$ cat src/core/ckcrc_pkg.sv
/*
  Constants, register indices and state types for the colour-key range store and
  video signature block.
  Assumes an AHB-Lite host with 32-bit data and one register per aligned word.
*/
// Contract
// - four fields (overlay, red, green, blue) each own lower and upper key bounds.
// - bounds are eight bits, any value 0..0xff, read/write, no reset value.
// - lower bounds at even indices 0x30..0x36, upper bounds at following odd ones.
// - 16-bit signature readable as low byte at 0x3c, high byte at 0x3d.
// - signature bytes have no reset value; reads never disturb accumulation.
// - two hsync pulses during blanking transfer the accumulator into the result.
// - accumulator advances only on active pixels; blanking pauses it.
// - write-only line select at 0x3e, no reset value, writable any time.
// - codes 0x00-0x17 pick red, green, blue bits 0..7; upper bits reserved.
// - per-field compare enables gate keying; all disabled after reset.
// - polarity picks true or complementary keying; complementary after reset.
`default_nettype none

package ckcrc_pkg;

  // ----------------------------------------------------------------
  // widths
  // ----------------------------------------------------------------
  localparam int DAC_WIDTH   = 24;
  localparam int CRC_WIDTH   = 16;
  localparam int CODE_WIDTH  = 5;
  localparam int REG_WIDTH   = 8;
  localparam int FIELD_COUNT = 4;
  localparam int BOUND_COUNT = 8;
  localparam int DIV_WIDTH   = 8;
  localparam int INDEX_LSB   = 2;
  localparam int INDEX_MSB   = 9;

  // ----------------------------------------------------------------
  // register indices (byte address = 4 * index)
  // ----------------------------------------------------------------
  localparam logic [7:0] IDX_OVERLAY_KEY_LOWER     = 8'h30;
  localparam logic [7:0] IDX_OVERLAY_KEY_UPPER     = 8'h31;
  localparam logic [7:0] IDX_RED_KEY_LOWER         = 8'h32;
  localparam logic [7:0] IDX_RED_KEY_UPPER         = 8'h33;
  localparam logic [7:0] IDX_GREEN_KEY_LOWER       = 8'h34;
  localparam logic [7:0] IDX_GREEN_KEY_UPPER       = 8'h35;
  localparam logic [7:0] IDX_BLUE_KEY_LOWER        = 8'h36;
  localparam logic [7:0] IDX_BLUE_KEY_UPPER        = 8'h37;
  localparam logic [7:0] IDX_KEY_CONTROL           = 8'h38;
  localparam logic [7:0] IDX_SIGNATURE_LOW_BYTE    = 8'h3c;
  localparam logic [7:0] IDX_SIGNATURE_HIGH_BYTE   = 8'h3d;
  localparam logic [7:0] IDX_SIGNATURE_LINE_SELECT = 8'h3e;

  // ----------------------------------------------------------------
  // fields and reset values
  // ----------------------------------------------------------------
  localparam int         ENABLE_LSB           = 0;
  localparam int         ENABLE_MSB           = 3;
  localparam int         POLARITY_BIT         = 4;
  localparam logic [3:0] COMPARE_ENABLE_RESET = 4'h0;
  localparam logic       KEY_POLARITY_RESET   = 1'h1;
  localparam logic [1:0] HTRANS_NONSEQ        = 2'h2;
  localparam logic       HRESP_OKAY           = 1'h0;
  localparam logic [1:0] RETRACE_HSYNC_LAST   = 2'h1;
  localparam logic [15:0] CRC_POLY_DEFAULT    = 16'h1021;
  localparam logic [15:0] CRC_SEED_DEFAULT    = 16'h0000;
  localparam logic [7:0] PIXEL_DIV_DEFAULT    = 8'h01;

  // ----------------------------------------------------------------
  // state of the register and video control module
  // ----------------------------------------------------------------
  typedef struct packed {
    logic                                dataPhase;
    logic                                phaseWrite;
    logic [7:0]                          phaseIndex;
    logic [BOUND_COUNT-1:0][REG_WIDTH-1:0] keyBound;
    logic [FIELD_COUNT-1:0]              compareEnable;
    logic                                keyPolarity;
    logic [CODE_WIDTH-1:0]               lineCode;
    logic [REG_WIDTH-1:0]                readData;
    logic [1:0]                          hsyncCount;
    logic                                retraceDone;
    logic                                lastHsync;
    logic [DIV_WIDTH-1:0]                pixelDiv;
  } ckcrc_ctrl_t;

endpackage

`default_nettype wire

$ cat src/core/ckcrc_vid_if.sv
/*
  Signals between the control logic and the signature engine.
  Assumes both ends run on ref_clk.
*/
`timescale 1ns/1ps
`default_nettype none

interface ckcrc_vid_if;
  logic        advance;
  logic        pixelBit;
  logic        capture;
  logic [15:0] signature;

  modport ctrl   (output advance, output pixelBit, output capture, input signature);
  modport engine (input advance, input pixelBit, input capture, output signature);
endinterface

`default_nettype wire

$ cat src/core/ckcrc_sync.sv
/*
  Three-stage synchroniser with agreement filter for video pins.
  Assumes inputs are asynchronous to ref_clk.
*/
`timescale 1ns/1ps
`default_nettype none

module ckcrc_sync #(
  parameter int WIDTH = 26
) (
  // clock and reset
  input  wire logic             ref_clk,
  input  wire logic             reset_n,
  // pins and filtered result
  input  wire logic [WIDTH-1:0] pinIn,
  output logic      [WIDTH-1:0] stableOut
);

  typedef struct packed {
    logic [WIDTH-1:0] stage1;
    logic [WIDTH-1:0] stage2;
    logic [WIDTH-1:0] stage3;
    logic [WIDTH-1:0] stable;
  } ckcrc_sync_t;

  ckcrc_sync_t s;
  ckcrc_sync_t next_s;

  // ----------------------------------------------------------------
  // stage chain; a change counts when stage 2 and 3 agree
  // ----------------------------------------------------------------
  always_comb begin
    next_s        = s;
    next_s.stage1 = pinIn;
    next_s.stage2 = s.stage1;
    next_s.stage3 = s.stage2;
    for (int i = 0; i < WIDTH; i++) begin
      if (s.stage2[i] == s.stage3[i]) begin
        next_s.stable[i] = s.stage3[i];
      end
    end
    if (!reset_n) begin
      next_s.stable = '0;
    end
  end

  always_ff @(posedge ref_clk) begin
    s <= next_s;
  end

  assign stableOut = s.stable;

endmodule

`default_nettype wire

$ cat src/core/ckcrc_sig.sv
/*
  Serial signature engine: accumulator and result register.
  Assumes advance and capture never coincide (capture needs blanking).
*/
`timescale 1ns/1ps
`default_nettype none

module ckcrc_sig
  import ckcrc_pkg::*;
#(
  parameter logic [CRC_WIDTH-1:0] CRC_POLY = CRC_POLY_DEFAULT,
  parameter logic [CRC_WIDTH-1:0] CRC_SEED = CRC_SEED_DEFAULT
) (
  // clock and reset
  input  wire logic   ref_clk,
  input  wire logic   reset_n,
  // control side
  ckcrc_vid_if.engine vid
);

  typedef struct packed {
    logic [CRC_WIDTH-1:0] accum;
    logic [CRC_WIDTH-1:0] result;
  } ckcrc_sig_t;

  ckcrc_sig_t s;
  ckcrc_sig_t next_s;

  // msb-first shift, feedback xor with polynomial
  function automatic logic [CRC_WIDTH-1:0] crcStep(input logic [CRC_WIDTH-1:0] crc, input logic din);
    logic fb;
    fb = din ^ crc[CRC_WIDTH-1];
    return {crc[CRC_WIDTH-2:0], 1'b0} ^ (fb ? CRC_POLY : '0);
  endfunction

  // ----------------------------------------------------------------
  // accumulate and transfer
  // ----------------------------------------------------------------
  always_comb begin
    next_s = s;
    if (vid.advance) begin
      next_s.accum = crcStep(s.accum, vid.pixelBit);
    end
    if (vid.capture) begin
      next_s.result = s.accum;
      next_s.accum  = CRC_SEED;
    end
    if (!reset_n) begin
      next_s.accum = CRC_SEED; // result keeps no reset value
    end
  end

  always_ff @(posedge ref_clk) begin
    s <= next_s;
  end

  assign vid.signature = s.result;

endmodule

`default_nettype wire

$ cat src/core/ckcrc_top.sv
/*
  Colour-key range registers, key control and video signature block with an
  AHB-Lite register slave.
  Assumes video pins are asynchronous, the slave is the only one on its bus and
  transfers are single whole words.
*/
// The AHB-Lite slave port was chosen for this implementation.
`timescale 1ns/1ps
`default_nettype none

module ckcrc_top
  import ckcrc_pkg::*;
#(
  parameter logic [CRC_WIDTH-1:0] CRC_POLY    = CRC_POLY_DEFAULT,
  parameter logic [CRC_WIDTH-1:0] CRC_SEED    = CRC_SEED_DEFAULT,
  parameter logic [DIV_WIDTH-1:0] PIXEL_DIVIDE = PIXEL_DIV_DEFAULT
) (
  // clock and reset
  input  wire logic                          ref_clk,
  input  wire logic                          reset_n,
  // ahb-lite slave
  input  wire logic                          hsel,
  input  wire logic [31:0]                   haddr,
  input  wire logic [1:0]                    htrans,
  input  wire logic                          hwrite,
  input  wire logic [2:0]                    hsize,
  input  wire logic [31:0]                   hwdata,
  input  wire logic                          hready,
  output logic      [31:0]                   hrdata,
  output logic                               hreadyout,
  output logic                               hresp,
  // video pins
  input  wire logic [DAC_WIDTH-1:0]          vidData,
  input  wire logic                          vidHsync,
  input  wire logic                          vidBlank,
  // key settings to the keyer
  output logic      [FIELD_COUNT-1:0][7:0]   keyLower,
  output logic      [FIELD_COUNT-1:0][7:0]   keyUpper,
  output logic      [FIELD_COUNT-1:0]        compareEnable,
  output logic                               keyPolarity,
  // signature
  output logic      [CRC_WIDTH-1:0]          signature
);

  // ----------------------------------------------------------------
  // decoding helpers
  // ----------------------------------------------------------------
  function automatic logic isKeyIndex(input logic [7:0] idx);
    return (idx >= IDX_OVERLAY_KEY_LOWER) && (idx <= IDX_BLUE_KEY_UPPER);
  endfunction

  // slot 0 overlay lower, 1 overlay upper, 2 red lower ... 7 blue upper
  function automatic logic [2:0] keySlot(input logic [7:0] idx);
    logic [7:0] diff;
    diff = idx - IDX_OVERLAY_KEY_LOWER;
    return diff[2:0];
  endfunction

  function automatic logic [7:0] readMux(input logic [7:0] idx, input ckcrc_ctrl_t st,
                                         input logic [CRC_WIDTH-1:0] sig);
    logic [7:0] val;
    val = 8'h00;
    if (isKeyIndex(idx)) begin
      val = st.keyBound[keySlot(idx)];
    end else if (idx == IDX_KEY_CONTROL) begin
      val[ENABLE_MSB:ENABLE_LSB] = st.compareEnable;
      val[POLARITY_BIT]          = st.keyPolarity;
    end else if (idx == IDX_SIGNATURE_LOW_BYTE) begin
      val = sig[7:0];
    end else if (idx == IDX_SIGNATURE_HIGH_BYTE) begin
      val = sig[15:8];
    end
    return val;
  endfunction

  // ----------------------------------------------------------------
  // pin synchronisers
  // ----------------------------------------------------------------
  logic [DAC_WIDTH+1:0] pinRaw;
  logic [DAC_WIDTH+1:0] pinStable;
  logic [DAC_WIDTH-1:0] pixData;
  logic                 pixHsync;
  logic                 pixBlank;

  assign pinRaw = {vidBlank, vidHsync, vidData};

  ckcrc_sync #(
    .WIDTH (DAC_WIDTH + 2)
  ) u_sync (
    .ref_clk   (ref_clk),
    .reset_n   (reset_n),
    .pinIn     (pinRaw),
    .stableOut (pinStable)
  );

  assign pixData  = pinStable[DAC_WIDTH-1:0];
  assign pixHsync = pinStable[DAC_WIDTH];
  assign pixBlank = pinStable[DAC_WIDTH+1];

  // ----------------------------------------------------------------
  // signature engine
  // ----------------------------------------------------------------
  ckcrc_vid_if vid ();

  ckcrc_sig #(
    .CRC_POLY (CRC_POLY),
    .CRC_SEED (CRC_SEED)
  ) u_sig (
    .ref_clk (ref_clk),
    .reset_n (reset_n),
    .vid     (vid)
  );

  // ----------------------------------------------------------------
  // state
  // ----------------------------------------------------------------
  ckcrc_ctrl_t s;
  ckcrc_ctrl_t next_s;
  logic        addrTaken;
  logic        hsyncRise;
  logic        pixelTick;
  logic        captureNow;
  logic        selectBit;

  always_comb begin
    next_s     = s;
    addrTaken  = 1'b0;
    hsyncRise  = 1'b0;
    pixelTick  = 1'b0;
    captureNow = 1'b0;
    selectBit  = 1'b0;

    // ---------------------------------------------------------------
    // data phase: writes land here
    // ---------------------------------------------------------------
    if (s.dataPhase && s.phaseWrite) begin
      if (isKeyIndex(s.phaseIndex)) begin
        next_s.keyBound[keySlot(s.phaseIndex)] = hwdata[REG_WIDTH-1:0];
      end else if (s.phaseIndex == IDX_KEY_CONTROL) begin
        next_s.compareEnable = hwdata[ENABLE_MSB:ENABLE_LSB];
        next_s.keyPolarity   = hwdata[POLARITY_BIT];
      end else if (s.phaseIndex == IDX_SIGNATURE_LINE_SELECT) begin
        next_s.lineCode = hwdata[CODE_WIDTH-1:0]; // reserved bits dropped
      end
    end

    // ---------------------------------------------------------------
    // address phase: capture, read data from post-write copy
    // ---------------------------------------------------------------
    addrTaken             = hsel && hready && (htrans == HTRANS_NONSEQ);
    next_s.dataPhase      = addrTaken;
    next_s.phaseWrite     = hwrite;
    next_s.phaseIndex     = haddr[INDEX_MSB:INDEX_LSB];
    if (addrTaken && !hwrite) begin
      next_s.readData = readMux(haddr[INDEX_MSB:INDEX_LSB], next_s, vid.signature);
    end

    // ---------------------------------------------------------------
    // pixel rate enable
    // ---------------------------------------------------------------
    if (s.pixelDiv >= PIXEL_DIVIDE - 8'h01) begin
      pixelTick       = 1'b1;
      next_s.pixelDiv = '0;
    end else begin
      next_s.pixelDiv = s.pixelDiv + 8'h01;
    end

    // ---------------------------------------------------------------
    // line select; codes beyond 23 feed zero
    // ---------------------------------------------------------------
    if (s.lineCode < CODE_WIDTH'(DAC_WIDTH)) begin
      selectBit = pixData[s.lineCode];
    end

    // ---------------------------------------------------------------
    // retrace detection: second hsync in one blanking period
    // ---------------------------------------------------------------
    next_s.lastHsync = pixHsync;
    hsyncRise        = pixHsync && !s.lastHsync;
    if (!pixBlank) begin
      next_s.hsyncCount  = '0;
      next_s.retraceDone = 1'b0;
    end else if (hsyncRise && !s.retraceDone) begin
      if (s.hsyncCount == RETRACE_HSYNC_LAST) begin
        captureNow         = 1'b1;
        next_s.retraceDone = 1'b1;
        next_s.hsyncCount  = '0;
      end else begin
        next_s.hsyncCount = s.hsyncCount + 2'h1;
      end
    end

    // ---------------------------------------------------------------
    // reset of control state only; bounds and select stay undefined
    // ---------------------------------------------------------------
    if (!reset_n) begin
      next_s.dataPhase     = 1'b0;
      next_s.phaseWrite    = 1'b0;
      next_s.phaseIndex    = '0;
      next_s.compareEnable = COMPARE_ENABLE_RESET;
      next_s.keyPolarity   = KEY_POLARITY_RESET;
      next_s.readData      = '0;
      next_s.hsyncCount    = '0;
      next_s.retraceDone   = 1'b0;
      next_s.lastHsync     = 1'b0;
      next_s.pixelDiv      = '0;
    end
  end

  always_ff @(posedge ref_clk) begin
    s <= next_s;
  end

  // ----------------------------------------------------------------
  // engine drive
  // ----------------------------------------------------------------
  assign vid.advance  = pixelTick && !pixBlank && reset_n;
  assign vid.pixelBit = selectBit;
  assign vid.capture  = captureNow && reset_n;

  // ----------------------------------------------------------------
  // outputs
  // ----------------------------------------------------------------
  always_comb begin
    for (int f = 0; f < FIELD_COUNT; f++) begin
      keyLower[f] = s.keyBound[2*f];
      keyUpper[f] = s.keyBound[2*f+1];
    end
  end

  assign compareEnable = s.compareEnable;
  assign keyPolarity   = s.keyPolarity;
  assign signature     = vid.signature;
  assign hrdata        = {24'h000000, s.readData};
  assign hreadyout     = 1'b1;
  assign hresp         = HRESP_OKAY;

endmodule

`default_nettype wire

$ cat config.mk
export PLATFORM = sky130hd
export DESIGN_NAME = ckcrc_top
export DESIGN_NICKNAME = d
export VERILOG_FILES = /design/src/core/ckcrc_pkg.sv /design/src/core/ckcrc_vid_if.sv /design/src/core/ckcrc_sync.sv /design/src/core/ckcrc_sig.sv /design/src/core/ckcrc_top.sv
export SDC_FILE = /design/constraint.sdc
export NUM_CORES = 1
export LEC_CHECK = 0
export ABC_AREA = 1
export BUFFER_PORTS_ARGS = -buffer_cell sky130_fd_sc_hd__buf_2
export CAP_MARGIN = 20
export CORE_UTILIZATION = 54
export DETAILED_ROUTE_END_ITERATION = 16
export GPL_TIMING_DRIVEN = 0
export PLACE_DENSITY = 0.81
export SYNTH_ARGS = -nofsm -noshare
export SYNTH_HDL_FRONTEND = slang
export SYNTH_HIERARCHICAL = 1
export SYNTH_SLANG_ARGS = --single-unit
$ cat constraint.sdc
create_clock -name ref_clk -period 2.34 [get_ports ref_clk]
set_input_delay 0.234 -clock ref_clk [delete_from_list [all_inputs] [get_ports ref_clk]]
set_output_delay 0.234 -clock ref_clk [all_outputs]
set_load 0.05 [all_outputs]
# == After elaboration in Yosys (flattened, before gate mapping) ==
# Index checks and enable logic that the tools add are counted.
# totals
ff_bits,240
inputBits,100
out_inout_bits,119
word_cells,148
# classes
addsub,4
order_cmp,10
eq_ne,33
muxes,25
bitwise,5
reduce_logical,21
# ops
cell,count
two-way mux 74 bit,1
bitwise mux 64 bit,1
two-way mux 64 bit,1
== test 8 x 6 -> 1 bit (second input constant),5
two-way mux 8 bit,5
== test 1 bit,26
binary-select mux 8 bit (select 3 bit),1
demux 8 bit (select 3 bit),1
two-way mux 5 bit,4
>= comparator 8 x 6 -> 1 bit (second input constant),2
less-or-equal comparator 8 x 6 -> 1 bit (second input constant),2
bitwise XOR 16 bit,1
two-way mux 13 bit,1
logical AND 1 bit,12
two-way mux 10 bit,1
adder 8 x 1 -> 8 bit (second input constant),1
>= comparator 8 x 1 -> 1 bit (second input constant),1
< comparator 3 x 4 -> 1 bit (second input constant),2
< comparator 5 x 6 -> 1 bit (second input constant),1
two-way mux 1 bit,6
subtractor 3 x 1 -> 3 bit (second input constant),2
binary-select mux 1 bit (select 5 bit),1
< comparator 5 bit (second input constant),1
zero test 1 bit,4
other kinds (11),15

# == Longest topological paths before layout ==
# logic_depth
ltp_word,11
mapped_depth,13
depth_no_buf,13

# == Modules after synthesis ==
# The synthesis kept the hierarchy.
# modules_own_cells
mod,n_inst,cells_each,area_per_inst_um2,seq_area_each_um2
ckcrc_top,1,833,5661.7,1971.9
ckcrc_sync,1,210,2782.7,2082.0
ckcrc_sig,1,118,1341.3,800.8

# == Worst setup path after synthesis ==
# No wires, ideal clock.
# synth_timing
path_type,reg-to-reg
startpoint,register u_sync.s (netlist bit u_sync/stableOut[24])
endpoint,register u_sig/s[16] (netlist name)
setup_ns,0.115
arrival_time_ns,1.857
slack_ns,0.368
path_stages_with_launch,10
cell_sequence,dfxtp_1 buf_4 nand2_1 nor2_1 nand2_1 nor2_1 nor2_4 inv_2 buf_6 a21oi_2
# synth_between
elab_chain_cells,6
# synth_rtl
item,line,text
start: declaration,ckcrc_sync.sv:26,ckcrc_sync_t s;
start signal: assignment,ckcrc_sync.sv:48,s <= next_s;
logical AND 1 bit,ckcrc_top.sv:179,hsyncRise = pixHsync && !s.lastHsync;
logical AND 1 bit,ckcrc_top.sv:183,end else if (hsyncRise && !s.retraceDone) begin
two-way mux 1 bit,ckcrc_top.sv:183,
two-way mux 1 bit,ckcrc_top.sv:180,if (!pixBlank) begin
logical AND 1 bit,ckcrc_top.sv:219,assign vid.capture = captureNow && reset_n;
named net vid.capture,ckcrc_vid_if.sv:11,logic capture;
OR reduction 2 bit (no source line),-,
end signal: assignment,ckcrc_sig.sv:54,s <= next_s;
end: declaration,ckcrc_sig.sv:26,ckcrc_sig_t s;
# The timed path passes the listed nets, and every way through them passes these cells.
# A chain may end at the register's enable or synchronous reset.

# == Worst setup path after layout ==
# layout_timing
startpoint,register s[20] (netlist name)
endpoint,register u_sig/s[21] (netlist name)
# layout_between
elab_chain_cells,6
word_cells_on_any_way,7
cone_classes,order compare: 1; mux: 4; bitwise: 2
# layout_rtl
item,line,text
start: declaration,ckcrc_top.sv:117,ckcrc_ctrl_t s;
start signal: assignment,ckcrc_top.sv:211,s <= next_s;
binary-select mux 1 bit (select 5 bit),ckcrc_top.sv:172,selectBit = pixData[s.lineCode];
two-way mux 1 bit (not written as such),ckcrc_top.sv:172,
two-way mux 1 bit *,ckcrc_top.sv:171,if (s.lineCode < CODE_WIDTH'(DAC_WIDTH)) begin
named net selectBit,ckcrc_top.sv:123,logic selectBit;
bitwise XOR 1 bit *,ckcrc_sig.sv:32,fb = din ^ crc[CRC_WIDTH-1];
two-way mux 13 bit *,ckcrc_sig.sv:33,"return {crc[CRC_WIDTH-2:0], 1'b0} ^ (fb ? CRC_POLY : '0);"
bitwise XOR 16 bit *,ckcrc_sig.sv:33,
# The timed path passes the listed nets; every way through them passes the cells marked *. The select of a mux whose other input is x is not followed.

==> results.md <==
* Status: finished clean
* Final Hold Fails at 0
* Routed wire length at 22,400 µm
* Fin. max-slew vios at 0
* Final Non-Filler Cells at 1,635
* Tmin final at 2.11 ns
* Die Y at 137 µm
* DP Wirelength at 15,700 µm
* Core box area at 0.0175 mm²
* Top cells by area, synth: dfxtp_1 43%, buf_4 11%, nand2_1 7.5%, nand3_1 6.6%, edfxtp_1 6.4%
* Critical path required time at 2.75 ns
* Multi-input gate area at 0.00327 mm²
* Synthesized cell area at 0.00979 mm²
* Static Leakage at 5.96 nW
* DRC Markers at 0
* Global-route wire length before repair at 34,800 µm
* Grt ovf at 0
* All-Layer GR Usage at 0.239
* Clock Tree Root: clkbuf_16
* Syn_area_per_cell at 8.43 µm²
* Worst-Margin Slew at 1.12 ns
* Clk sinks at 232
* I/O Pins at 219
* Worst-path clk slew at 0.06 ns
* Arrival time worst endpoint at 2.52 ns
* First-pass DRT Iterations at 5
* IR drop worst, VDD at 572 µV
* Vias in the first global route at 7,193
* Largest net degree at the start of global routing at 14
* Nets at 1,495
* Crit path capture type: register
* Cell taking the most area after synthesis: dfxtp_1
* Vias at 7,882
* Tcrit/Tclk final at 0.904
* Skew final at 0.0164 ns
* Post-Place Cells at 1,552
* Initial antenna violation count at 0
* CTS tree: yes
* Fmax at 473 MHz
* Library cells used by synthesis at 41
* Initial Util at 0.560
* Ys Warns at 6
* Hold Crit Class: input pin to register
* Vias/cell at 4.82
* Synthesized flop and latch total at 232
* Largest buffer count on any clock path at 3
* Sequential share of the synthesized area at 0.496
* Sequential standard cell area at 0.00485 mm²
* Crit path launch type: register
* Most frequent cells in the layout: 211 x dfxtp_1, 196 x nand2_1, 149 x buf_4
* Pwr Density at 696 mW/mm²
* Commonest non-fill, non-tap cell in the layout: dfxtp_1
* Remaining antenna violation count at 0
* Initial DRC count at 497
* Area Growth Syn to Fin at 23.1%
* Total CTS buffers at 24
* Row cnt at 48
* Max-slew headroom at 0.246
* Worst skew pair latency at 0.52 ns
* Share of the synthesized area in the top cell type at 0.432
* Fin worst setup slack at 0.226 ns
* Die ar. at 0.0187 mm²
* ANT cells at 0
* RePlAce Congestion at 0.888
* Final setup violating endpoints at 0
* Post-CTS setup buffer count at 0
* H-tree levels at 1
* Worst Path Class, Setup: register to register
* Worst-path maximum fanout at 10
* Die width at 137 µm
* Layout cells sized above 1 at 0.304
* I/O Buffers at 141
* Filler cells at 1,393
* Max_cap viols at 0
* Setup WS pre-CTS at 0.0687 ns
* Syn Inst Count at 1,161
* Routed len/inst at 13.7 µm
## synth_stat cells, drive strengths merged
master,number
conb,2
nand3,131
and3,1
a221oi,3
o21a,1
inv,128
nor3,3
and2,47
edfxtp,21
o22ai,2
clkinv,2
nor4,1
o211ai,2
or2,2
o221ai,4
clkbuf,9
nand2,212
o21ai,45
a21oi,66
o21bai,6
nand4,4
nor3b,1
dfxtp,211
buf,159
nor2,98
## where the power goes
group / switching [mW] / total, mW / internal [mW]
Clock: 1.50 / 3.60 / 2.10
Combinational: 0.353 / 0.585 / 0.232
Sequential: 0.0734 / 4.20 / 4.12
Total: 1.93 / 8.38 / 6.45
## cells by family (layout without fill, tap and decap cells)
family                 count (synthesis)  count (layout)  share of synthesized area
buffers and inverters                298             523                      0.178
AO/OA/AOI/OAI                        129             129                     0.0835
AND/OR/NAND/NOR                      500             500                      0.241
other                                  2              26                   0.000767
flip-flops                           232             232                      0.496
## registers in the layout, summed over array words and instances (netlist names)
signal and flops:
keyLower 32, u_sync/stableOut 26, s 19, compareEnable 4
keyPolarity 1, u_sig/s 16, u_sig/vid.signature 16, u_sync/s 26
u_sync/next_s 52, hrdata 8, keyUpper 32
## metrics by stage
step	hold WS, ns	total power, mW	utilization	setup TNS (ns)	instance area (µm²)
2_1_floorplan	0.262	4.66	-	0	9880
3_3_place_gp	0.310	4.78	0.622	-0.0292	10900
3_5_place_dp	0.312	4.80	0.622	0	10900
4_1_cts	0.0107	8.42	0.689	0	12000
5_1_grt	0.0634	8.66	0.689	-0.0137	12000
6_report	0.0348	8.38	0.689	0	12000
## final cells by class
class | count | share of cell area
sequential | 232 | 0.403
buffer | 168 | 0.104
clock inverter | 6 | 0.00343
tap | 225 | 0.0234
clock buffer | 35 | 0.0591
inverter | 130 | 0.0411
multi-input combinational | 655 | 0.272
timing repair buffer | 184 | 0.0941
## layer usage
layer,vias to the layer above,GRT usage,part of all wire
met1,3536,0.310,0.42
li1,3993,-,-
met3,38,0.0326,0.077
met2,315,0.406,0.48
met5,-,0,0
met4,0,0.0815,0.023
## path summary, 6_finish.rpt
check | depth (start not counted) | endpoint | start | slack [ns]
worst min register to register | 0 | u_sync/next_s[41] | u_sync/next_s[67] | 0.33
worst max register to register | 12 | u_sig/s[21] | s[20] | 0.23
worst min-delay path | 3 | keyLower[23] | hwdata[7] | 0.03
worst max-delay path | 12 | u_sig/s[21] | s[20] | 0.23
## worst max-delay path, cell delays in order, from the launching register on
cell and delay (ns):
edfxtp_1 0.42, inv_1 0.12, buf_2 0.24, o21bai_1 0.11
o221ai_1 0.15, o21ai_0 0.13, o21ai_0 0.17, o21a_1 0.23
nand2_1 0.13, nand2_2 0.09, nor2_4 0.04, nor2_1 0.11
nor2_1 0.06
## repair_timing
action / CTS / global route
hold buffers: 42 / 0
endpoints found under the hold margin: 42 / 0
gates resized for setup: 0 / 7
endpoints found under the setup margin: 0 / 3
No activity file was read; power rests on OpenSTA's default activity.
